File: src/hw/pmt_pkg.sv
package pmt_pkg;
    // register byte addresses
    localparam logic [7:0] PMT_OFS_SSC   = 8'h00;
    localparam logic [7:0] PMT_OFS_TSC   = 8'h04;
    localparam logic [7:0] PMT_OFS_MODE  = 8'h08;
    localparam logic [7:0] PMT_OFS_WAIT  = 8'h0c;

    // standby_and_speed_control fields
    localparam int PMT_STBY_SEL_BIT = 7;
    localparam int PMT_STS_LSB      = 4;
    localparam int PMT_LOW_SPD_BIT  = 3;
    localparam int PMT_MA_LSB   = 0;
    localparam logic [7:0] PMT_SSC_RST  = 8'h07;
    localparam logic [7:0] PMT_SSC_WMSK = 8'hfb;

    // transfer_and_subclock_control fields
    localparam int PMT_NOISE_SEL_BIT = 4;
    localparam int PMT_DIRECT_BIT    = 3;
    localparam int PMT_MED_SPD_BIT   = 2;
    localparam int PMT_SA_LSB    = 0;
    localparam logic [7:0] PMT_TSC_RST  = 8'he0;
    localparam logic [7:0] PMT_TSC_WMSK = 8'h1f;

    // wait counts in states (clock cycles) and clock divider ratios
    localparam int PMT_WAIT_BASE_LOG2 = 13;
    localparam int PMT_WAIT_MAX_LOG2  = 17;
    localparam int PMT_NOISE_DIV_SLOW = 16;
    localparam int PMT_NOISE_DIV_FAST = 4;
    localparam int PMT_MED_DIV_BASE   = 16;

    typedef enum logic [2:0]
    {
        PMT_ACT_HIGH,
        PMT_ACT_MED,
        PMT_SUBACT,
        PMT_SLEEP,
        PMT_SUBSLEEP,
        PMT_STANDBY,
        PMT_WATCH
    } pmt_mode_t;
endpackage

File: src/hw/pmt_div_if.sv
`timescale 1ns/10ps
`default_nettype none
interface pmt_div_if;
    logic       run;
    logic [2:0] shift;
    logic       tick;
    modport ctl (output run, output shift, input tick);
    modport div (input run, input shift, output tick);
endinterface
`default_nettype wire

File: src/hw/pmt_divider.sv
`timescale 1ns/10ps
`default_nettype none
// ----------------------------------------
// clock divider tick generator
// ----------------------------------------
module pmt_divider
    import pmt_pkg::*;
#(
    parameter int CNT_W = 8
)
(
    input  wire logic mclk_i,
    input  wire logic rst_n_i,
    input  wire logic ce_i,
    pmt_div_if.div    dif
);
    logic [CNT_W-1:0] cnt_q;
    logic [CNT_W-1:0] cnt_d;
    logic             tick_q;
    logic             tick_d;
    logic [CNT_W-1:0] last;

    if (CNT_W < 8)
    begin
        $error("pmt_divider: CNT_W too small");
    end

    // divide by 2**shift * 4 -> /4 .. /128
    always_comb
    begin
        last   = CNT_W'((32'd4 << dif.shift) - 32'd1);
        cnt_d  = cnt_q;
        tick_d = 1'b0;
        if (dif.run)
        begin
            if (cnt_q >= last)
            begin
                cnt_d  = '0;
                tick_d = 1'b1;
            end
            else
                cnt_d = cnt_q + CNT_W'(1);
        end
        else
            cnt_d = '0;
    end

    always_ff @(posedge mclk_i or negedge rst_n_i)
    begin
        if (!rst_n_i)
        begin
            cnt_q  <= '0;
            tick_q <= 1'b0;
        end
        else if (ce_i)
        begin
            cnt_q  <= cnt_d;
            tick_q <= tick_d;
        end
    end

    assign dif.tick = tick_q;
endmodule
`default_nettype wire

File: src/hw/pmt_top.sv
// The APB register port and the register offsets were left to the implementer.
`timescale 1ns/10ps
`default_nettype none
// Contract
// SLEEP in active mode, standby clear: enter sleep mode.
// SLEEP in subactive mode, standby clear: enter subsleep mode.
// SLEEP in active mode, standby set: enter standby or watch mode.
// SLEEP in subactive mode, standby set: enter watch mode.
// Direct transfer off: SLEEP only enters power-down modes.
// Direct, high-speed, standby0 medium1 low0: go to medium-speed.
// Direct, active, standby1 timer-watch1 low1: go to subactive.
// Direct, medium-speed, standby0 medium0 low0: go to high-speed.
// Direct, subactive, standby1 watch1 low0 medium0: go to high-speed.
// Direct, subactive, standby1 watch1 low0 medium1: go to medium.
// Noise sample select: 0 gives osc/16, 1 gives osc/4.
// Standby wait: 8192,16384,32768,65536 states; top bit set 131072.
// Medium divider: osc/16,/32,/64,/128 for codes 00 to 11.
module pmt_top
    import pmt_pkg::*;
#(
    parameter int WAIT_W = 18
)
(
    input  wire logic        mclk_i,
    input  wire logic        rst_n_i,
    input  wire logic        ce_i,
    input  wire logic        psel_i,
    input  wire logic        penable_i,
    input  wire logic        pwrite_i,
    input  wire logic [7:0]  paddr_i,
    input  wire logic [31:0] pwdata_i,
    output logic [31:0]      prdata_o,
    output logic             pready_o,
    output logic             pslverr_o,
    input  wire logic        sleep_exec_i,
    input  wire logic        timer_watch_enable_bit_i,
    input  wire logic        wake_i,
    output logic [2:0]       mode_o,
    output logic             cpu_stopped_o,
    output logic             cpu_on_subclock_o,
    output logic             cpu_clk_en_o,
    output logic             noise_sample_o,
    output logic [1:0]       subactive_clock_divider_o
);
    if (WAIT_W < PMT_WAIT_MAX_LOG2 + 1)
    begin
        $error("pmt_top: WAIT_W too small");
    end

    // ----------------------------------------
    // reset release
    // ----------------------------------------
    logic [1:0] rst_sync_q;
    logic       rst_n;

    always_ff @(posedge mclk_i or negedge rst_n_i)
    begin
        if (!rst_n_i)
            rst_sync_q <= 2'b00;
        else
            rst_sync_q <= {rst_sync_q[0], 1'b1};
    end

    assign rst_n = rst_sync_q[1];

    // ----------------------------------------
    // apb registers
    // ----------------------------------------
    logic [7:0]  ssc_q;
    logic [7:0]  ssc_d;
    logic [7:0]  tsc_q;
    logic [7:0]  tsc_d;
    logic [31:0] prdata_d;
    logic        pready_d;
    logic        pslverr_d;
    logic        acc;
    pmt_mode_t   mode_q;
    pmt_mode_t   mode_d;
    logic [WAIT_W-1:0] wait_q;
    logic [WAIT_W-1:0] wait_d;

    function automatic logic addr_hit(input logic [7:0] a);
        addr_hit = (a == PMT_OFS_SSC) || (a == PMT_OFS_TSC)
                || (a == PMT_OFS_MODE) || (a == PMT_OFS_WAIT);
    endfunction

    assign acc = psel_i && penable_i && !pready_o;

    always_comb
    begin
        ssc_d     = ssc_q;
        tsc_d     = tsc_q;
        prdata_d  = prdata_o;
        pready_d  = 1'b0;
        pslverr_d = 1'b0;
        if (acc)
        begin
            pready_d  = 1'b1;
            pslverr_d = !addr_hit(paddr_i);
            prdata_d  = '0;
            if (pwrite_i)
            begin
                if (paddr_i == PMT_OFS_SSC)
                    ssc_d = (pwdata_i[7:0] & PMT_SSC_WMSK)
                          | (PMT_SSC_RST & ~PMT_SSC_WMSK);
                if (paddr_i == PMT_OFS_TSC)
                    tsc_d = (pwdata_i[7:0] & PMT_TSC_WMSK)
                          | (PMT_TSC_RST & ~PMT_TSC_WMSK);
            end
            else
            begin
                case (paddr_i)
                    PMT_OFS_SSC:  prdata_d = {24'h00_0000, ssc_q};
                    PMT_OFS_TSC:  prdata_d = {24'h00_0000, tsc_q};
                    PMT_OFS_MODE: prdata_d = {29'h0000_0000, mode_q};
                    PMT_OFS_WAIT: prdata_d = 32'(wait_q);
                    default:      prdata_d = '0;
                endcase
            end
        end
    end

    always_ff @(posedge mclk_i or negedge rst_n)
    begin
        if (!rst_n)
        begin
            ssc_q     <= PMT_SSC_RST;
            tsc_q     <= PMT_TSC_RST;
            prdata_o  <= '0;
            pready_o  <= 1'b0;
            pslverr_o <= 1'b0;
        end
        else if (ce_i)
        begin
            ssc_q     <= ssc_d;
            tsc_q     <= tsc_d;
            prdata_o  <= prdata_d;
            pready_o  <= pready_d;
            pslverr_o <= pslverr_d;
        end
    end

    // ----------------------------------------
    // mode transitions
    // ----------------------------------------
    logic       stby_sel;
    logic       low_spd;
    logic       direct_en;
    logic       med_spd;
    logic       tw;
    logic [2:0] sts;
    logic [WAIT_W-1:0] wait_len;

    assign stby_sel  = ssc_q[PMT_STBY_SEL_BIT];
    assign low_spd   = ssc_q[PMT_LOW_SPD_BIT];
    assign sts       = ssc_q[PMT_STS_LSB +: 3];
    assign direct_en = tsc_q[PMT_DIRECT_BIT];
    assign med_spd   = tsc_q[PMT_MED_SPD_BIT];
    assign tw   = timer_watch_enable_bit_i;

    always_comb
    begin
        if (sts[2])
            wait_len = WAIT_W'(1) << PMT_WAIT_MAX_LOG2;
        else
            wait_len = WAIT_W'(1) << (PMT_WAIT_BASE_LOG2 + int'(sts[1:0]));
    end

    always_comb
    begin
        mode_d = mode_q;
        wait_d = wait_q;
        case (mode_q)
            PMT_ACT_HIGH, PMT_ACT_MED:
            begin
                if (sleep_exec_i)
                begin
                    if (direct_en && stby_sel && tw && low_spd)
                        mode_d = PMT_SUBACT;
                    else if (direct_en && !stby_sel && !low_spd && med_spd
                             && mode_q == PMT_ACT_HIGH)
                        mode_d = PMT_ACT_MED;
                    else if (direct_en && !stby_sel && !low_spd && !med_spd
                             && mode_q == PMT_ACT_MED)
                        mode_d = PMT_ACT_HIGH;
                    else if (!stby_sel)
                        mode_d = PMT_SLEEP;
                    else if (tw)
                        mode_d = PMT_WATCH;
                    else
                    begin
                        mode_d = PMT_STANDBY;
                        wait_d = wait_len;
                    end
                end
            end
            PMT_SUBACT:
            begin
                if (sleep_exec_i)
                begin
                    if (direct_en && stby_sel && tw && !low_spd)
                        mode_d = med_spd ? PMT_ACT_MED
                                         : PMT_ACT_HIGH;
                    else if (!stby_sel)
                        mode_d = PMT_SUBSLEEP;
                    else
                        mode_d = PMT_WATCH;
                end
            end
            PMT_SLEEP:
            begin
                if (wake_i)
                    mode_d = med_spd ? PMT_ACT_MED : PMT_ACT_HIGH;
            end
            PMT_SUBSLEEP:
            begin
                if (wake_i)
                    mode_d = PMT_SUBACT;
            end
            PMT_STANDBY, PMT_WATCH:
            begin
                if (wait_q != '0)
                begin
                    wait_d = wait_q - WAIT_W'(1);
                    if (wait_q == WAIT_W'(1))
                        mode_d = PMT_ACT_HIGH;
                end
                else if (wake_i)
                begin
                    if (mode_q == PMT_WATCH && low_spd)
                        mode_d = PMT_SUBACT;
                    else
                        wait_d = wait_len; // oscillator settling
                end
            end
            default: mode_d = PMT_ACT_HIGH;
        endcase
    end

    always_ff @(posedge mclk_i or negedge rst_n)
    begin
        if (!rst_n)
        begin
            mode_q <= PMT_ACT_HIGH;
            wait_q <= '0;
        end
        else if (ce_i)
        begin
            mode_q <= mode_d;
            wait_q <= wait_d;
        end
    end

    // ----------------------------------------
    // clock dividers and outputs
    // ----------------------------------------
    pmt_div_if med_if ();
    pmt_div_if nse_if ();

    assign med_if.run   = (mode_q == PMT_ACT_MED);
    assign med_if.shift = {1'b0, ssc_q[PMT_MA_LSB +: 2]} + 3'd2;
    assign nse_if.run   = 1'b1;
    assign nse_if.shift = tsc_q[PMT_NOISE_SEL_BIT] ? 3'd0 : 3'd2;

    pmt_divider #(.CNT_W(8)) u_med
    (
        .mclk_i  (mclk_i),
        .rst_n_i (rst_n),
        .ce_i    (ce_i),
        .dif     (med_if)
    );

    pmt_divider #(.CNT_W(8)) u_nse
    (
        .mclk_i  (mclk_i),
        .rst_n_i (rst_n),
        .ce_i    (ce_i),
        .dif     (nse_if)
    );

    always_ff @(posedge mclk_i or negedge rst_n)
    begin
        if (!rst_n)
        begin
            mode_o                    <= 3'(PMT_ACT_HIGH);
            cpu_stopped_o             <= 1'b0;
            cpu_on_subclock_o         <= 1'b0;
            cpu_clk_en_o              <= 1'b1;
            noise_sample_o            <= 1'b0;
            subactive_clock_divider_o <= 2'b00;
        end
        else if (ce_i)
        begin
            mode_o            <= mode_d;
            cpu_stopped_o     <= !(mode_d == PMT_ACT_HIGH
                                   || mode_d == PMT_ACT_MED
                                   || mode_d == PMT_SUBACT);
            cpu_on_subclock_o <= (mode_d == PMT_SUBACT);
            cpu_clk_en_o      <= (mode_d == PMT_ACT_HIGH)
                              || (mode_d == PMT_SUBACT)
                              || (mode_d == PMT_ACT_MED && med_if.tick);
            noise_sample_o    <= nse_if.tick;
            subactive_clock_divider_o <= tsc_q[PMT_SA_LSB +: 2];
        end
    end
endmodule
`default_nettype wire

File: config.mk
export PLATFORM = sky130hd
export DESIGN_NAME = pmt_top
export DESIGN_NICKNAME = d
export VERILOG_FILES = /design/src/hw/pmt_pkg.sv /design/src/hw/pmt_div_if.sv /design/src/hw/pmt_divider.sv /design/src/hw/pmt_top.sv
export SDC_FILE = /design/constraint.sdc
export NUM_CORES = 1
export LEC_CHECK = 0
export BUFFER_PORTS_ARGS = -buffer_cell sky130_fd_sc_hd__buf_4
export CORE_MARGIN = 5
export CORE_UTILIZATION = 36
export CTS_BUF_LIST = sky130_fd_sc_hd__clkbuf_8
export DETAILED_ROUTE_END_ITERATION = 10
export PLACE_DENSITY_LB_ADDON = 0.08
export REMOVE_ABC_BUFFERS = 1
export SLEW_MARGIN = 20
export SYNTH_ARGS = -nofsm -noshare
export SYNTH_HDL_FRONTEND = slang
export SYNTH_HIERARCHICAL = 1
export SYNTH_SLANG_ARGS = --single-unit
File: constraint.sdc
create_clock -name mclk_i -period 4.2 [get_ports mclk_i]
set_input_delay 0.63 -clock mclk_i [delete_from_list [all_inputs] [get_ports mclk_i]]
set_output_delay 0.63 -clock mclk_i [all_outputs]
set_load 0.05 [all_outputs]
==> impl_metrics.py <==
metrics = {
    "power_and_ir_drop": {
        "irDropWorstVdd_mv": 0.225,
        "leakage_nw": 2.52,
        "power_w": 0.00294,
        "p_per_area_nw_per_um2": 538,
    },
    "floorplanning": {
        "die-area_sq_um": 15300,
        "initial_core_util_pct": 36.8,
        "coreArea_sq_um": 12700,
        "fp.dieW_um": 124,
        "boundaryPins": 92,
        "rows": 41,
        "die-height_um": 124,
    },
    "clock_network": {
        "post_cts_buffers": 0,
        "clock_sinks": 79,
        "cts_max_level": 3,
        "clk_pin_slew_ns": 0.08,
        "clock_latency_ns": 0.37,
        "cts_tree": "built",
        "root_buffer": "clkbuf_8",
        "clk_path_buf_depth": 2,
        "numCtsBuffers": 9,
    },
    "worst_setup_path": {
        "cp-end-kind": "flop",
        "cp.arrival_ns": 3.04,
        "regToRegSetupSlack_ns": 1.42,
        "cp_max_fo": 7,
        "r2r-end": "ssc_q[7]",
        "criticalPathCategory": "flop to flop",
        "required_ns": 4.45,
        "reg2reg_from": "pready_o",
        "start_kind": "flop",
        "reg2reg_depth": 5,
    },
    "routing": {
        "wl_per_cell_um": 16.6,
        "routed_wl_um": 11500,
        "drc": 0,
        "vias": 3662,
        "drt-pass1-iter-count": 4,
        "final_antenna_net_count": 0,
        "drt_iter0_markers": 253,
        "viasPerCell": 5.28,
    },
    "global_routing": {
        "antenna_found_initial": 0,
        "track_usage_pct": 15.9,
        "grt_max_degree": 78,
        "overflow": 0,
        "grt_first_pass_wirelength_um": 18800,
        "grt_pass1_vias": 3623,
    },
    "timing": {
        "tightestPinTransition_ns": 0.779,
        "finalCritPeriodShare_pct": 66.3,
        "hold_viol": 0,
        "setup_viol": 0,
        "setup-tns-final_ns": 0,
        "finClkSkew_ns": 0.0133,
        "max_freq_ghz": 0.359,
        "slew_headroom_pct": 48.0,
        "fin_crit_ns": 2.78,
        "rsz0062_at_grt": "false",
        "drv_slew": 0,
        "setup_ws_ns": 1.42,
    },
    "logic_synthesis": {
        "postSynthCellCount": 455,
        "avgSynthCellArea_sq_um": 10.2,
        "yosys_warnings": 6,
        "synth_area_leader_cell": "dfrtp_1",
        "synthArstFlopShare_pct": 100,
        "synth_top_cell_area_share_pct": 40.8,
        "synth.area.top_cells": "dfrtp_1 (41%), a22o_1 (4.7%), mux2_2 (4.6%)",
        "ys_seq_elements": 79,
        "ys_seq_area_share_pct": 42.5,
        "synth_cell_type_count": 73,
        "synth_edf_count": 0,
        "netlist_area_sq_um": 4660,
        "synth-main-ff-cell": "dfrtp_1",
    },
    "finish": {
        "n_antenna_cell": 0,
        "fin_nets": 582,
        "fillers": 1218,
        "multi_input_area_sq_um": 2480,
        "layout-drive-gt1-share_pct": 22.8,
        "synthToLayoutAreaGrowth_pct": 17.3,
        "fin_util_pct": 43.1,
        "regArea_sq_um": 1980,
    },
    "placed_design": {
        "place_congestion": 0.812,
        "post-place-ws_ns": 1.01,
        "dp_hpwl_um": 8250,
        "io_buffers": 53,
    },
    "min_path": {
        "hold_path.class": "flop to asynchronous set/reset pin",
    },
    "outcome": {
        "outcome": "finished, final reports clean",
    },
    "run": {
        "maxCapViolCount": 0,
    },
}
-- metal layers --
| layer | vias to the layer above | GRT usage [%] | wire length [um] | part of all wire, % |
|---|---|---|---|---|
| li1 | 1796 | - | - | - |
| met1 | 1791 | 21.4 | 5470 | 48 |
| met2 | 61 | 25.5 | 5420 | 47 |
| met3 | 14 | 3.32 | 424 | 3.7 |
| met4 | 0 | 5.40 | 162 | 1.4 |
| met5 | - | 0 | 0 | 0 |
-- flip-flops by register name, indices dropped and copies added, names as in the netlist --
signal and cells:
cpu_stopped_o 1, noise_sample_o 1, ssc_q 7, cpu_clk_en_o 1, subactive_clock_divider_o 2, pready_o 1, mode_o 3, u_med/dif.tick 1
cpu_on_subclock_o 1, tsc_q 5, rst_sync_q 2, u_nse/dif.tick 1, prdata_o 18, u_nse/cnt_q 8, wait_q 18, u_med/cnt_q 8
pslverr_o 1
-- layout by cell type (no fill, tap or decap), types with 3 or more instances in the layout --
| master | instances |
|---|---|
| dfrtp_1 | 75 |
| buf_4 | 57 |
| nor2_1 | 31 |
| conb_1 | 27 |
| a22o_1 | 25 |
| o21ai_0 | 24 |
| nand2_1 | 23 |
| inv_1 | 20 |
| mux2_2 | 19 |
| a21oi_1 | 17 |
| ha_1 | 17 |
| nand3_1 | 16 |
| nor3_1 | 13 |
| nand4_1 | 11 |
| clkbuf_8 | 11 |
| xor2_1 | 8 |
| nand2b_1 | 6 |
| mux2i_1 | 6 |
| and4_1 | 5 |
| o211ai_1 | 5 |
| a32o_1 | 4 |
| nor3b_1 | 4 |
| nor4_1 | 4 |
| or3_1 | 4 |
| a21o_1 | 4 |
| nand4bb_1 | 3 |
| a31oi_1 | 3 |
| o22ai_1 | 3 |
| a2bb2oi_1 | 3 |
| nor4b_2 | 3 |
| xnor2_1 | 3 |
| bufinv_16 | 3 |
| dfstp_2 | 3 |
-- cells by family after synthesis --
kind of cell,Yosys count,share of synthesized area (%)
compound gates,120,19.2
xor+xnor,11,2.07
fa+ha+maj,17,4.57
buf+inv,52,6.23
flops,79,42.5
mux,27,6.85
other cells,2,0.161
simple gates,147,18.5
-- cell usage after synthesis (3+ instances only) --
cell type / instances
nor3b_1: 4
nand4_1: 11
dfstp_2: 3
mux2_2: 19
buf_6: 3
buf_2: 4
a22o_1: 25
nand2_1: 23
a21oi_1: 17
nand2b_1: 6
nor4b_2: 3
o22ai_1: 3
o21ai_0: 24
a31oi_1: 3
or3_1: 4
a32o_1: 4
buf_4: 18
nand4bb_1: 3
nor2_1: 31
xor2_1: 8
o211ai_1: 5
a21o_1: 4
xnor2_1: 3
nor3_1: 13
clkbuf_1: 9
nor4_1: 4
mux2i_1: 6
inv_1: 18
a2bb2oi_1: 3
dfrtp_1: 76
nand3_1: 16
and4_1: 5
ha_1: 17
-- critical path, stage by stage (launching register included) --
cell and delay (ns):
dfrtp_1 0.39, nand4b_1 0.25, or4b_2 0.70, nor3b_1 0.24
nor2b_1 0.67, mux2_2 0.41
-- metrics by stage --
stage / hold slack [ns] / cell area [sq um] / cells
final: 0.283 / 5460 / 693
after global routing: 0.328 / 5460 / 693
after CTS: 0.00267 / 5430 / 691
after detailed placement: 0.339 / 5180 / 675
after global placement: 0.338 / 5180 / 675
after floorplan: 0.331 / 4530 / 446
-- what timing repair did --
action                                 in CTS  in global routing
gates resized for setup                     0                  0
hold buffers                                0                  1
endpoints found under the hold margin       0                  2
-- worst max path at each step --
stage | startpoint | end | slack (ns) | depth (start not counted)
final | pready_o | ssc_q[7] | 1.42 | 5
after global routing | pready_o | ssc_q[7] | 1.24 | 5
after CTS | pready_o | ssc_q[7] | 1.35 | 5
after detailed placement | paddr_i[1] | ssc_q[5] | 1.01 | 6
after global placement | paddr_i[1] | ssc_q[5] | 1.01 | 6
after floorplan | pready_o | ssc_q[3] | 1.07 | 5
-- final cells by class --
cell class,instances,share of cell area [%]
well taps,172,3.94
flip-flops and latches,79,36.3
multi-input cells,349,45.4
repair buffers,59,8.52
clock inverters,5,1.79
clock buffers,11,2.77
inverters,18,1.24
-- where the power goes --
part	internal [W]	leakage, nW	switching, W
sequential	0.000874	1.05	0.000194
combinational	0.000451	1.33	0.000705
clock	0.000424	0.132	0.000292
Note: power is estimated with default switching activity, not from simulation.
